<file path="src/sgt_defines.svh">
// register offsets, field layouts and timing constants of the system guard timer
`ifndef SGT_DEFINES_SVH
`define SGT_DEFINES_SVH

`define SGT_ADDR_W 32
`define SGT_OFF_CONTROL 32'h2380_0000
`define SGT_OFF_FEED 32'h23c0_0000
`define SGT_FEED_KEY 8'h05
`define SGT_CODE_W 3
`define SGT_CODE_RESET 3'h0
`define SGT_CODE_RESERVED 3'h4
`define SGT_CLK_MHZ 200
`define SGT_WINDOW_US 30
`define SGT_WINDOW_CYCLES ((`SGT_WINDOW_US) * (`SGT_CLK_MHZ))
`define SGT_PERIOD_250MS_CYCLES 64'd50000000
`define SGT_SYSRESET_CYCLES 16
`define SGT_RESP_OKAY 2'h0
`define SGT_RESP_SLVERR 2'h2

`endif

</file>
<file path="src/sgt_pkg.sv">
// types shared by the system guard timer files
package sgt_pkg;
  typedef logic [2:0] sgt_code_t;
  typedef enum logic [1:0] {
    SGT_WR_IDLE,
    SGT_WR_RESP
  } sgt_wr_state_t;
endpackage : sgt_pkg

</file>
<file path="src/sgt_guard_timer.sv">
// system guard timer with an axi4-lite register slave
// How it works
// - timeout codes: 0 off, 1..3 250ms..1s, 4 reserved, 5..7 2s..8s.
// - a code in effect other than 0 or the reserved 4 starts the counter running.
// - reaching the selected period raises a full system reset.
// - a feed restarts the counter from zero at any moment.
// - writing 0x05 to the feed register is the feed.
// - a control write counts only within 30 us after a feed.
// - control writes outside that window are ignored, code unchanged.
//
// Register access over AXI4-Lite is this design's own decision.
`timescale 1ns/1ps
`include "sgt_defines.svh"
module sgt_guard_timer #(
  parameter logic [63:0] UNIT_CYCLES = `SGT_PERIOD_250MS_CYCLES,
  parameter int WINDOW_CYCLES = `SGT_WINDOW_CYCLES,
  parameter int SYSRESET_CYCLES = `SGT_SYSRESET_CYCLES
) (
  input wire logic clk_sys,
  input wire logic reset,
  input wire logic [31:0] s_axi_awaddr,
  input wire logic s_axi_awvalid,
  output logic s_axi_awready,
  input wire logic [31:0] s_axi_wdata,
  input wire logic [3:0] s_axi_wstrb,
  input wire logic s_axi_wvalid,
  output logic s_axi_wready,
  output logic [1:0] s_axi_bresp,
  output logic s_axi_bvalid,
  input wire logic s_axi_bready,
  input wire logic [31:0] s_axi_araddr,
  input wire logic s_axi_arvalid,
  output logic s_axi_arready,
  output logic [31:0] s_axi_rdata,
  output logic [1:0] s_axi_rresp,
  output logic s_axi_rvalid,
  input wire logic s_axi_rready,
  output logic system_reset,
  output sgt_pkg::sgt_code_t timeout_code
);
  import sgt_pkg::*;

  // refused at elaboration: the window needs one cycle, and the pulse count
  // lives in an eight-bit down-counter, so it must fit in 1..255
  if (WINDOW_CYCLES < 1 || SYSRESET_CYCLES < 1 || SYSRESET_CYCLES > 255) begin : g_bad_param
    $error("sgt_guard_timer: window or reset pulse length out of range");
  end

  // write channel holding registers
  logic aw_have_reg, aw_have_next;
  logic [31:0] aw_addr_reg, aw_addr_next;
  logic w_have_reg, w_have_next;
  logic [31:0] w_data_reg, w_data_next;
  logic [3:0] w_strb_reg, w_strb_next;
  sgt_wr_state_t wr_state_reg, wr_state_next;
  logic [1:0] bresp_reg, bresp_next;
  // read channel
  logic rvalid_reg, rvalid_next;
  logic [31:0] rdata_reg, rdata_next;
  logic [1:0] rresp_reg, rresp_next;
  // guard state
  sgt_code_t code_reg, code_next;
  logic [31:0] window_reg, window_next;
  logic [7:0] sysrst_reg, sysrst_next;
  logic feed_ok;
  logic do_write;
  logic expired;

  function automatic logic hit(input logic [31:0] a, input logic [31:0] off);
    hit = (a[31:2] == off[31:2]);
  endfunction : hit

  assign s_axi_awready = (wr_state_reg == SGT_WR_IDLE) && !aw_have_reg;
  assign s_axi_wready = (wr_state_reg == SGT_WR_IDLE) && !w_have_reg;
  assign s_axi_bvalid = (wr_state_reg == SGT_WR_RESP);
  assign s_axi_bresp = bresp_reg;
  assign s_axi_arready = !rvalid_reg;
  assign s_axi_rvalid = rvalid_reg;
  assign s_axi_rdata = rdata_reg;
  assign s_axi_rresp = rresp_reg;
  assign system_reset = (sysrst_reg != 8'd0);
  assign timeout_code = code_reg;

  assign do_write = aw_have_reg && w_have_reg && (wr_state_reg == SGT_WR_IDLE);
  // the key sits in the low byte, so lane 0 must be written for it to count
  assign feed_ok = do_write && hit(aw_addr_reg, `SGT_OFF_FEED) && w_strb_reg[0]
                   && (w_data_reg[7:0] == `SGT_FEED_KEY);

  always_comb begin
    aw_have_next = aw_have_reg;
    aw_addr_next = aw_addr_reg;
    w_have_next = w_have_reg;
    w_data_next = w_data_reg;
    w_strb_next = w_strb_reg;
    wr_state_next = wr_state_reg;
    bresp_next = bresp_reg;
    if (s_axi_awvalid && s_axi_awready) begin
      aw_have_next = 1'b1;
      aw_addr_next = s_axi_awaddr;
    end
    if (s_axi_wvalid && s_axi_wready) begin
      w_have_next = 1'b1;
      w_data_next = s_axi_wdata;
      w_strb_next = s_axi_wstrb;
    end
    case (wr_state_reg)
      SGT_WR_IDLE: begin
        if (do_write) begin
          aw_have_next = 1'b0;
          w_have_next = 1'b0;
          wr_state_next = SGT_WR_RESP;
          if (hit(aw_addr_reg, `SGT_OFF_CONTROL) || hit(aw_addr_reg, `SGT_OFF_FEED)) begin
            bresp_next = `SGT_RESP_OKAY;
          end else begin
            bresp_next = `SGT_RESP_SLVERR;
          end
        end
      end
      SGT_WR_RESP: begin
        if (s_axi_bready) begin
          wr_state_next = SGT_WR_IDLE;
        end
      end
      default: wr_state_next = SGT_WR_IDLE;
    endcase
  end

  always_comb begin
    rvalid_next = rvalid_reg;
    rdata_next = rdata_reg;
    rresp_next = rresp_reg;
    if (rvalid_reg && s_axi_rready) begin
      rvalid_next = 1'b0;
    end
    if (s_axi_arvalid && s_axi_arready) begin
      rvalid_next = 1'b1;
      rdata_next = 32'h0000_0000;
      rresp_next = `SGT_RESP_OKAY;
      if (hit(s_axi_araddr, `SGT_OFF_CONTROL)) begin
        rdata_next = {29'h0000_0000, code_reg};
      end else if (hit(s_axi_araddr, `SGT_OFF_FEED)) begin
        rdata_next = 32'h0000_0000; // write-only, reads as zero
      end else begin
        rresp_next = `SGT_RESP_SLVERR;
      end
    end
  end

  always_comb begin
    code_next = code_reg;
    window_next = window_reg;
    sysrst_next = sysrst_reg;
    if (window_reg != 32'd0) begin
      window_next = window_reg - 32'd1;
    end
    if (feed_ok) begin
      window_next = 32'(WINDOW_CYCLES);
    end else if (do_write && hit(aw_addr_reg, `SGT_OFF_CONTROL) && w_strb_reg[0]) begin
      // a control write outside the window leaves the code alone
      if (window_reg != 32'd0) begin
        code_next = w_data_reg[2:0];
        window_next = 32'd0;
      end
    end
    if (sysrst_reg != 8'd0) begin
      sysrst_next = sysrst_reg - 8'd1;
    end else if (expired) begin
      sysrst_next = 8'(SYSRESET_CYCLES);
    end
  end

  always_ff @(posedge clk_sys) begin
    if (reset) begin
      aw_have_reg <= 1'b0;
      aw_addr_reg <= 32'h0000_0000;
      w_have_reg <= 1'b0;
      w_data_reg <= 32'h0000_0000;
      w_strb_reg <= 4'h0;
      wr_state_reg <= SGT_WR_IDLE;
      bresp_reg <= 2'h0;
      rvalid_reg <= 1'b0;
      rdata_reg <= 32'h0000_0000;
      rresp_reg <= 2'h0;
      code_reg <= `SGT_CODE_RESET;
      window_reg <= 32'd0;
      sysrst_reg <= 8'd0;
    end else begin
      aw_have_reg <= aw_have_next;
      aw_addr_reg <= aw_addr_next;
      w_have_reg <= w_have_next;
      w_data_reg <= w_data_next;
      w_strb_reg <= w_strb_next;
      wr_state_reg <= wr_state_next;
      bresp_reg <= bresp_next;
      rvalid_reg <= rvalid_next;
      rdata_reg <= rdata_next;
      rresp_reg <= rresp_next;
      code_reg <= code_next;
      window_reg <= window_next;
      sysrst_reg <= sysrst_next;
    end
  end

  // the counter is held while the system reset pulse is out
  sgt_counter #(
    .UNIT_CYCLES(UNIT_CYCLES)
  ) u_counter (
    .clk_sys(clk_sys),
    .reset(reset),
    .code(code_reg),
    .clear(feed_ok || system_reset),
    .expired(expired)
  );
endmodule : sgt_guard_timer

</file>
<file path="src/sgt_counter.sv">
// expiry counter of the system guard timer
`timescale 1ns/1ps
`include "sgt_defines.svh"
module sgt_counter #(
  parameter logic [63:0] UNIT_CYCLES = `SGT_PERIOD_250MS_CYCLES
) (
  input wire logic clk_sys,
  input wire logic reset,
  input wire sgt_pkg::sgt_code_t code,
  input wire logic clear,
  output logic expired
);
  import sgt_pkg::*;

  logic [63:0] count_reg;
  logic [63:0] count_next;
  logic [63:0] limit;

  // refused at elaboration: a zero unit would make every code look disabled
  if (UNIT_CYCLES == 64'd0) begin : g_bad_unit
    $error("sgt_counter: UNIT_CYCLES must be nonzero");
  end

  // code n (n=1..3) is 250 ms << (n-1); codes 5..7 are 250 ms << (n-2) since 4 is reserved
  function automatic logic [63:0] period_of(input sgt_code_t c);
    case (c)
      3'h1: period_of = UNIT_CYCLES;
      3'h2: period_of = UNIT_CYCLES << 1;
      3'h3: period_of = UNIT_CYCLES << 2;
      3'h5: period_of = UNIT_CYCLES << 3;
      3'h6: period_of = UNIT_CYCLES << 4;
      3'h7: period_of = UNIT_CYCLES << 5;
      default: period_of = 64'd0;
    endcase
  endfunction : period_of

  always_comb begin
    limit = period_of(code);
    expired = 1'b0;
    count_next = count_reg;
    if (limit == 64'd0 || clear) begin
      count_next = 64'd0;
    end else if (count_reg + 64'd1 >= limit) begin
      expired = 1'b1;
      count_next = 64'd0;
    end else begin
      count_next = count_reg + 64'd1;
    end
  end

  always_ff @(posedge clk_sys) begin
    if (reset) begin
      count_reg <= 64'd0;
    end else begin
      count_reg <= count_next;
    end
  end
endmodule : sgt_counter

</file>
<file path="config.mk">
export PLATFORM = sky130hd
export DESIGN_NAME = sgt_guard_timer
export DESIGN_NICKNAME = d
export VERILOG_FILES = /design/src/sgt_pkg.sv /design/src/sgt_guard_timer.sv /design/src/sgt_counter.sv
export VERILOG_INCLUDE_DIRS = /design/src
export SDC_FILE = /design/constraint.sdc
export NUM_CORES = 1
export LEC_CHECK = 0
export ABC_AREA = 1
export BUFFER_PORTS_ARGS = -buffer_cell sky130_fd_sc_hd__buf_2
export CAP_MARGIN = 20
export CORE_MARGIN = 2
export CORE_UTILIZATION = 41
export DETAILED_ROUTE_END_ITERATION = 12
export PLACE_DENSITY_LB_ADDON = 0.3
export SYNTH_ARGS = -nofsm -noshare
export SYNTH_HDL_FRONTEND = slang
export SYNTH_SLANG_ARGS = --single-unit
</file>
<file path="constraint.sdc">
create_clock -name clk_sys -period 7.4 [get_ports clk_sys]
set_input_delay 1.11 -clock clk_sys [delete_from_list [all_inputs] [get_ports clk_sys]]
set_output_delay 1.11 -clock clk_sys [all_outputs]
set_load 0.01 [all_outputs]
</file>
==> results.py, run 1 <==
metrics = {
    "power": {
        "switchingPower_mw": 0.936,
        "ir_drop_v": 0.000154,
        "p_per_area_nw_per_um2": 255,
        "pwr-share-seq": 0.397,
        "p_leak_nw": 4.68,
        "p_int_mw": 1.67,
        "clock_power_share": 0.340,
        "combinationalPowerShare": 0.263,
        "p_sw_frac": 0.359,
    },
    "sta": {
        "max_freq_mhz": 260,
        "setup_viol": 0,
        "period_minus_slack_ps": 3840,
        "period_share": 0.519,
        "clock-skew-final_ps": 14.3,
        "drv_slew": 0,
        "worst_pin_slew_ps": 911,
        "final.setup.tns_ps": 0,
        "hold_viol_final": 0,
        "rsz0062_at_grt": "no",
        "slew_headroom": 0.387,
    },
    "final_layout": {
        "synthToLayoutAreaGrowth_pct": 14.7,
        "final_area_um2": 10200,
        "largest_reg_flops": 64,
        "layout-drive-gt1-share": 0.137,
        "insertedDiodeCount": 0,
        "final_nets": 1593,
    },
    "worst_setup_path": {
        "crit_chain": "ha_1 > inv_2 > nor2_4 > nand2_4 > nor2_4 > xnor2_1 > inv_1 > ha_1 > nand2_1 > nor3_1 > nand2_1 > nor2_1 > nand3_1 > nor2_1 > nor2_1 > nor3_1 > nor2_2 > nand4_4 > a21oi_1",
        "endpoint_kind": "register",
        "cp_common_cell": "nor2_1",
        "required_ps": 7690,
        "arrival_ps": 4130,
        "cp_slowest_stage_delay_ps": 490,
        "cp_max_fo": 31,
        "path_class": "reg -> reg",
        "cp_slowest_cell": "nand4_4",
        "startpoint_type": "register",
    },
    "job": {
        "cap_viol_max_count": 0,
    },
    "placement": {
        "io_buffers": 89,
        "post_dp_cell_area_um2": 9600,
        "dp_hpwl_mm": 17.9,
        "globalplace.congestion": 0.960,
    },
    "synthesis": {
        "syn-cell-area_um2": 8910,
        "synth.avg_cell_area_um2": 6.66,
        "ys.flop_type": "dfxtp_1",
        "ys_seq_elements": 155,
        "async_flop_share": 0,
        "yosys_warnings": 0,
        "synth.distinct_cells": 43,
        "yosysSeqAreaShare": 0.348,
        "syn_inst": 1338,
        "synth_edf_count": 0,
    },
    "floorplanning": {
        "die-width_um": 151,
        "rows": 53,
        "die-area_um2": 22900,
        "pin_count": 152,
        "die_height_um": 151,
        "initial_core_util": 0.421,
        "core-area_um2": 21200,
    },
    "detailed_routing": {
        "dr_total_vias": 8366,
        "remaining_drc_errors": 0,
        "postRouteAntennaNets": 0,
        "routed_wl_mm": 22.3,
        "first_pass_iters": 5,
        "wire_per_inst_um": 12.8,
        "vias_per_cell": 4.79,
        "first_iter_violations": 539,
    },
    "clocking": {
        "post_cts_buffers": 0,
        "clkSinkCount": 155,
        "clk_pin_slew_worst_paths_ps": 70,
        "cts_hold_buf": 0,
        "cts_resized": 0,
        "cts_tree": "done",
        "root_buffer": "clkbuf_16",
        "clk_path_buf_depth": 2,
        "htreeDepth": 4,
        "clock_latency_ps": 440,
        "cts_made_buffers": 17,
    },
    "grt": {
        "grt_pass1_wl_mm": 35.4,
        "grt_antenna_before_repair": 0,
        "grt_start_max_net_pins": 49,
        "grt_pass1_vias": 7361,
        "track_usage": 0.199,
        "grt.overflow.total": 0,
    },
    "min_path": {
        "hp-class": "reg -> reg",
    },
    "status": {
        "run_status": "finished clean",
    },
}
## worst max-delay path, delay by kind of cell, from the launching register on
family | cells | cell delay [ps]
XOR/XNOR | 1 | 200
buffers and inverters | 2 | 180
flip-flops | 1 | 440
AND/OR/NAND/NOR | 13 | 2110
AO/OA/AOI/OAI | 1 | 80
adder cells (fa/ha/maj) | 2 | 660
## cells in the final DEF (no fill, tap or decap), drive strengths merged, types with 6 or more instances in the layout
| cell type | synthesis | final |
|---|---|---|
| conb | 1 | 64 |
| nand3 | 55 | 55 |
| ha | 29 | 29 |
| xor2 | 25 | 25 |
| a21oi | 57 | 57 |
| xnor2 | 20 | 20 |
| inv | 143 | 151 |
| or2 | 6 | 6 |
| clkinv | 0 | 7 |
| nand4 | 28 | 28 |
| nor2 | 339 | 339 |
| nor3 | 20 | 20 |
| nor4 | 17 | 17 |
| buf | 38 | 91 |
| dfxtp | 155 | 155 |
| nand2 | 300 | 300 |
| clkbuf | 16 | 17 |
| o21ai | 69 | 69 |
## per-layer routing
| layer | share of wire | track usage |
|---|---|---|
| met5 | 0 | 0 |
| met1 | 0.48 | 0.270 |
| met4 | 0.023 | 0.0626 |
| met3 | 0.070 | 0.0452 |
| met2 | 0.43 | 0.314 |
## path summary, 6_finish.rpt
kind / from / end / slack, ps / cells after the start
max: u_counter.count_reg[0]$_SDFF_PP0_ / u_counter.count_reg[10]$_SDFF_PP0_ / 3560 / 19
min: sysrst_reg[0]$_SDFFE_PP0P_ / sysrst_reg[0]$_SDFFE_PP0P_ / 450 / 1
max reg2reg: u_counter.count_reg[0]$_SDFF_PP0_ / u_counter.count_reg[10]$_SDFF_PP0_ / 3560 / 19
min reg2reg: sysrst_reg[0]$_SDFFE_PP0P_ / sysrst_reg[0]$_SDFFE_PP0P_ / 450 / 1
## metrics by stage
stage / power [mW] / util / hold slack, ps / instances / setup slack [ps]
2_1_floorplan: 1.60 / - / 426 / 1401 / 4510
3_3_place_gp: 1.72 / 0.454 / 444 / 1713 / 3590
3_5_place_dp: 1.73 / 0.454 / 450 / 1713 / 3520
4_1_cts: 2.63 / 0.483 / 462 / 1745 / 3530
5_1_grt: 2.79 / 0.483 / 477 / 1745 / 3190
6_report: 2.61 / 0.483 / 455 / 1745 / 3560
## cells by family after synthesis
family	share of synthesized area
adders and majority gates	0.0407
DFF	0.348
buffers and inverters	0.0990
xor gates and xnor gates	0.0442
AOI/OAI and AO/OA	0.0822
and+or+nand+nor	0.385
other	0.000421
## Yosys cell counts (3+ instances only)
| cell type | count | share of area |
|---|---|---|
| nor2_2 | 41 | 0.029 |
| nor2_8 | 3 | 0.0067 |
| nand2_1 | 286 | 0.12 |
| nor2_4 | 5 | 0.0063 |
| buf_2 | 3 | 0.0017 |
| nand3_1 | 54 | 0.030 |
| o21ai_0 | 60 | 0.034 |
| ha_1 | 29 | 0.041 |
| o21bai_1 | 4 | 0.0034 |
| nand4_1 | 27 | 0.019 |
| nand2_4 | 3 | 0.0038 |
| nand3b_1 | 3 | 0.0025 |
| dfxtp_1 | 155 | 0.35 |
| xor2_1 | 25 | 0.025 |
| or2_2 | 6 | 0.0042 |
| buf_6 | 3 | 0.0038 |
| o21ai_1 | 9 | 0.0051 |
| nor4_1 | 17 | 0.012 |
| nand2_2 | 11 | 0.0077 |
| nor3_1 | 18 | 0.010 |
| a21oi_1 | 55 | 0.031 |
| clkbuf_1 | 16 | 0.0067 |
| xnor2_1 | 20 | 0.020 |
| nor2_1 | 290 | 0.12 |
| a211oi_1 | 3 | 0.0025 |
| inv_1 | 140 | 0.059 |
| inv_2 | 3 | 0.0013 |
| buf_4 | 31 | 0.026 |
## area by class of cell
| cell class | count | area, um^2 |
|---|---|---|
| Clock inverter | 15 | 189 |
| Fill cell | 2184 | 10900 |
| Clock buffer | 17 | 425 |
| Timing Repair Buffer | 91 | 460 |
| Sequential cell | 155 | 3100 |
| Inverter | 143 | 537 |
| Multi-Input combinational cell | 1049 | 5160 |
| Tap cell | 275 | 344 |
## power by group through the flow
stage               Combinational, mW  Sequential [mW]  Clock [mW]
finish                          0.687             1.03       0.887
global route                    0.800             1.05       0.940
CTS                             0.690             1.03       0.904
detailed placement              0.683             1.05           0
global placement                0.669             1.05           0
floorplan                       0.565             1.03           0
No activity file was read; power rests on OpenSTA's default activity.
==> inputs of run 2 (changes only) <==
Clock period 7.4 ns to 3.7 ns, I/O delays scaled along.
==> run 2 against run 1 <==
- sequential power increased by 100%
- via count about the same
- clock skew about the same
- clock power increased by 97%
- first-iteration DRC count decreased by 16%
- count of clock-buffer cells in the layout unchanged
- worst setup slack got worse by 3200 ps
- global-route usage increased by 0.45 points
- die area unchanged
- register-to-register slack got worse by 3200 ps
- wire length increased by 0.67%
- sequential share of layout area decreased by 0.16 points
- critical endpoint unchanged
- largest power group unchanged
==> results.py, run 2 (synthesis results as in run 1) <==
metrics = {
    "final_layout": {
        "fillers": 2138,
        "layout-drive-gt1-share": 0.142,
        "final_common_cell": "nor2_1",
        "synthToLayoutAreaGrowth_pct": 15.3,
        "final_nets": 1600,
        "insertedDiodeCount": 0,
        "most-common-layout-cells": "nor2_1 (290), nand2_1 (286), dfxtp_1 (155), inv_1 (140), buf_2 (89)",
        "largest_reg_flops": 64,
        "final_cells": 1752,
    },
    "grt": {
        "grt_antenna_before_repair": 0,
        "grt_start_max_net_pins": 49,
        "track_usage": 0.203,
        "grt_pass1_vias": 7636,
        "grt.overflow.total": 0,
        "grt_pass1_wl_mm": 36.5,
    },
    "detailed_routing": {
        "dr_total_vias": 8367,
        "first_iter_violations": 455,
        "vias_per_cell": 4.78,
        "wire_per_inst_um": 12.8,
        "routed_wl_mm": 22.5,
        "postRouteAntennaNets": 0,
        "first_pass_iters": 5,
        "remaining_drc_errors": 0,
    },
    "sta": {
        "rsz0062_at_grt": "no",
        "worst_pin_slew_ps": 928,
        "period_minus_slack_ps": 3360,
        "hold_viol_final": 0,
        "clock-skew-final_ps": 13.8,
        "worst_slack_ps": 340,
        "drv_slew": 0,
        "slew_headroom": 0.376,
        "setup_viol": 0,
        "period_share": 0.908,
        "whs_ps": 361,
        "final.setup.tns_ps": 0,
        "max_freq_mhz": 298,
    },
    "worst_setup_path": {
        "arrival_ps": 3680,
        "required_ps": 4020,
        "path_class": "reg -> reg",
        "startpoint_type": "register",
        "endpoint_kind": "register",
        "cp_max_fo": 31,
        "r2r_slack_ps": 340,
    },
    "clocking": {
        "cts_tree": "done",
        "cts_hold_buf": 0,
        "cts_resized": 0,
        "clkSinkCount": 155,
        "root_buffer": "clkbuf_16",
        "htreeDepth": 4,
        "post_cts_buffers": 0,
        "cts_made_buffers": 17,
        "clock_latency_ps": 440,
        "clk_path_buf_depth": 2,
        "clk_pin_slew_worst_paths_ps": 80,
    },
    "floorplanning": {
        "core-area_um2": 21200,
        "rows": 53,
        "die-area_um2": 22900,
        "die_height_um": 151,
        "initial_core_util": 0.421,
        "pin_count": 152,
        "die-width_um": 151,
    },
    "power": {
        "ir_drop_v": 0.000286,
        "p_per_area_nw_per_um2": 505,
        "p_leak_nw": 4.72,
        "power_mw": 5.19,
    },
    "placement": {
        "dp_cells": 1720,
        "io_buffers": 89,
        "dp_hpwl_mm": 18.2,
        "place_ws_ps": 324,
        "globalplace.congestion": 0.923,
    },
    "min_path": {
        "hp-class": "in -> reg",
    },
    "status": {
        "run_status": "finished clean",
    },
    "job": {
        "cap_viol_max_count": 0,
    },
}
[run 2: cell types whose count changed in the layout (fill, tap and decap cells not counted)]
cell / delta
clkinvlp_4: +1
clkinv_4: -1
clkinv_2: +1
inv_12: -1
buf_12: +1
buf_4: +6
[run 2: critical path, cell delays in order (launching register included)]
cell and delay [ps]:
dfxtp_1 350, ha_1 270, inv_2 80, nor2_4 150, nand2_4 110, nor2_4 220, xnor2_1 200, inv_1 80
ha_1 270, nand2_1 40, nor3_1 200, nand2_1 140, nor2_1 110, nand3_1 70, nor2_1 150, nor2_1 90
nor3_1 190, nor2_2 90, nand4_4 110, buf_12 240, a21oi_1 60
[run 2: path summary, 6_finish.rpt]
check,startpoint,end,depth (start not counted)
setup / recovery,u_counter.count_reg[1]$_SDFF_PP0_,u_counter.count_reg[10]$_SDFF_PP0_,20
hold reg to reg,aw_addr_reg[29]$_SDFFE_PP0P_,aw_addr_reg[29]$_SDFFE_PP0P_,2
hold / removal,s_axi_awaddr[17],aw_addr_reg[17]$_SDFFE_PP0P_,3
setup reg to reg,u_counter.count_reg[1]$_SDFF_PP0_,u_counter.count_reg[10]$_SDFF_PP0_,20
[run 2: final cells by class]
class                      count  area (um^2)  area share
multi-input combinational   1049         5160       0.502
sequential                   155         3100       0.302
inverter                     143          537      0.0523
timing repair buffer          98          526      0.0512
clock buffer                  17          425      0.0414
tap                          275          344      0.0335
clock inverter                15          176      0.0172
[run 2: layer usage]
metal	part of all wire	wire length, um	track usage
met5	0	0	0
met4	0.016	367	0.0570
met3	0.059	1340	0.0389
met2	0.43	9740	0.323
met1	0.49	11000	0.281
[run 2: power by group]
group	internal, mW	switching (mW)	total, mW
clock network	0.912	0.833	1.75
registers	1.89	0.177	2.07
logic	0.530	0.846	1.38
[run 2: through the flow]
| stage | cell area, um^2 | utilization |
|---|---|---|
| after global routing | 10300 | 0.485 |
| after CTS | 10300 | 0.485 |
| after global placement | 9670 | 0.457 |
| after detailed placement | 9670 | 0.457 |
| after floorplan | 9140 | - |
| final | 10300 | 0.485 |
==> inputs of run 3 (changes only) <==
Settings changed: CORE_ASPECT_RATIO set to 0.7.
==> run 3 against run 2 <==
- core utilization shrank 0.81 points
- highest routed layer unchanged
- register-to-register slack is essentially flat
- total power grew 0.41%
- critical endpoint unchanged
- die area is essentially flat
==> results.py, run 3 (synthesis results as in run 1) <==
metrics = {
    "worst_setup_path": {
        "cp_slowest_stage_delay_ps": 420,
        "startpoint_type": "register",
        "arrival_ps": 3690,
        "cp_max_fo": 23,
        "cp_num_buf_inv": 3,
        "cp_slowest_cell": "dfxtp_1",
        "cp_common_cell": "nor2_1",
        "path_class": "reg -> reg",
        "crit_chain": "nand2_2 > nor2_4 > nand2_4 > nor2_8 > xnor2_1 > inv_1 > ha_1 > inv_1 > nor3_1 > nand2_1 > nor2_1 > nand3_1 > nor2_1 > nor2_1 > nor3_1 > nor2_2 > nand4_4 > buf_12 > a21oi_1",
        "required_ps": 4020,
        "endpoint_kind": "register",
        "critPathTopFamily": "simple AND/OR/NAND/NOR gates",
    },
    "detailed_routing": {
        "routed_wl_mm": 23.2,
        "postRouteAntennaNets": 0,
        "wire_per_inst_um": 13.2,
        "vias_per_cell": 4.84,
        "remaining_drc_errors": 0,
        "first_iter_violations": 796,
        "first_pass_iters": 6,
        "dr_total_vias": 8512,
    },
    "final_layout": {
        "final_nets": 1601,
        "seq_area_um2": 3100,
        "final_common_cell": "nor2_1",
        "most-common-layout-cells": "nor2_1 (290), nand2_1 (286), dfxtp_1 (155), inv_1 (140), buf_2 (89)",
        "layout-drive-gt1-share": 0.143,
        "post-route-util": 0.477,
        "fillers": 2196,
        "largest_reg_flops": 64,
        "multi_input_area_um2": 5160,
        "insertedDiodeCount": 0,
        "synthToLayoutAreaGrowth_pct": 15.3,
    },
    "power": {
        "p_per_area_nw_per_um2": 508,
        "clock_power_share": 0.333,
        "combinationalPowerShare": 0.269,
        "pwr-share-seq": 0.398,
        "ir_drop_v": 0.000331,
        "p_int_mw": 3.39,
        "p_sw_frac": 0.350,
        "p_leak_nw": 4.71,
        "switchingPower_mw": 1.83,
    },
    "grt": {
        "grt_antenna_before_repair": 0,
        "grt_pass1_wl_mm": 37.1,
        "grt_pass1_vias": 7307,
        "track_usage": 0.203,
        "grt_start_max_net_pins": 49,
        "grt.overflow.total": 0,
    },
    "min_path": {
        "hp-class": "in -> reg",
    },
    "job": {
        "cap_viol_max_count": 0,
    },
    "placement": {
        "io_buffers": 89,
        "dp_hpwl_mm": 18.4,
        "globalplace.congestion": 0.997,
    },
    "floorplanning": {
        "die-width_um": 180,
        "rows": 45,
        "die-area_um2": 22900,
        "die_height_um": 127,
        "pin_count": 152,
        "initial_core_util": 0.414,
        "core-area_um2": 21500,
    },
    "clocking": {
        "cts_hold_buf": 0,
        "cts_tree": "done",
        "clock_latency_ps": 440,
        "clkSinkCount": 155,
        "htreeDepth": 4,
        "cts_made_buffers": 17,
        "clk_path_buf_depth": 2,
        "clk_pin_slew_worst_paths_ps": 70,
        "root_buffer": "clkbuf_16",
    },
    "sta": {
        "worst_pin_slew_ps": 795,
        "whs_ps": 368,
        "clock-skew-final_ps": 7.37,
        "max_freq_mhz": 297,
        "period_minus_slack_ps": 3370,
        "rsz0062_at_grt": "no",
        "hold_viol_final": 0,
        "drv_slew": 0,
        "period_share": 0.910,
        "final.setup.tns_ps": 0,
        "setup_viol": 0,
        "slew_headroom": 0.468,
    },
    "status": {
        "run_status": "finished clean",
    },
}
==> run 3: worst reg2reg max path: stages (launching register included) <==
cell and delay, ps:
dfxtp_1 420, nand2_2 100, nor2_4 250, nand2_4 160
nor2_8 230, xnor2_1 190, inv_1 70, ha_1 290
inv_1 50, nor3_1 270, nand2_1 140, nor2_1 110
nand3_1 70, nor2_1 140, nor2_1 100, nor3_1 180
nor2_2 100, nand4_4 120, buf_12 200, a21oi_1 70
==> run 3: stage by stage <==
step	power, mW	instance area, um^2	setup slack, ps	cells
floorplan	3.19	9140	812	1401
global placement	3.46	9680	332	1727
detailed placement	3.49	9680	296	1727
CTS	5.24	10300	274	1759
global route	5.57	10300	10.9	1760
finish	5.21	10300	333	1760
==> run 3: path summary, 6_finish.rpt <==
path / start / endpoint / slack, ps / depth (start not counted)
setup / recovery: u_counter.count_reg[2]$_SDFF_PP0_ / u_counter.count_reg[10]$_SDFF_PP0_ / 330 / 19
hold / removal: s_axi_awaddr[9] / aw_addr_reg[9]$_SDFFE_PP0P_ / 370 / 3
setup reg to reg: u_counter.count_reg[2]$_SDFF_PP0_ / u_counter.count_reg[10]$_SDFF_PP0_ / 330 / 19
hold reg to reg: s_axi_rdata[2]$_SDFFE_PP0P_ / s_axi_rdata[2]$_SDFFE_PP0P_ / 460 / 2
==> run 3: layout make-up <==
type	count	area share
Clock buffer	17	0.0414
Clock inverter	15	0.0151
Inverter	143	0.0523
Multi-Input combinational cell	1049	0.503
Sequential cell	155	0.302
Tap cell	282	0.0344
Timing Repair Buffer	99	0.0519
==> run 3: power by group through the flow <==
stage	Combinational, mW	Sequential, mW	Clock, mW
5_1_grt	1.62	2.10	1.84
2_1_floorplan	1.13	2.06	0
6_report	1.40	2.07	1.74
4_1_cts	1.40	2.07	1.77
3_3_place_gp	1.36	2.10	0
3_5_place_dp	1.38	2.10	0
==> run 3: repair_timing <==
| action | in CTS | in global routing |
|---|---|---|
| buffers inserted | 0 | 1 |
| endpoints found under the setup margin | 0 | 32 |
| hold endpoints to repair | 0 | 0 |
| resized for setup | 0 | 1 |
==> run 3: layer usage <==
layer  global-route usage  routed length [um]  up-vias
li1                     -                   -     4418
met1                0.318               12200     3811
met2                0.268                8650      262
met3               0.0536                2060       21
met4               0.0555                 257        0
met5                    0                   0        -
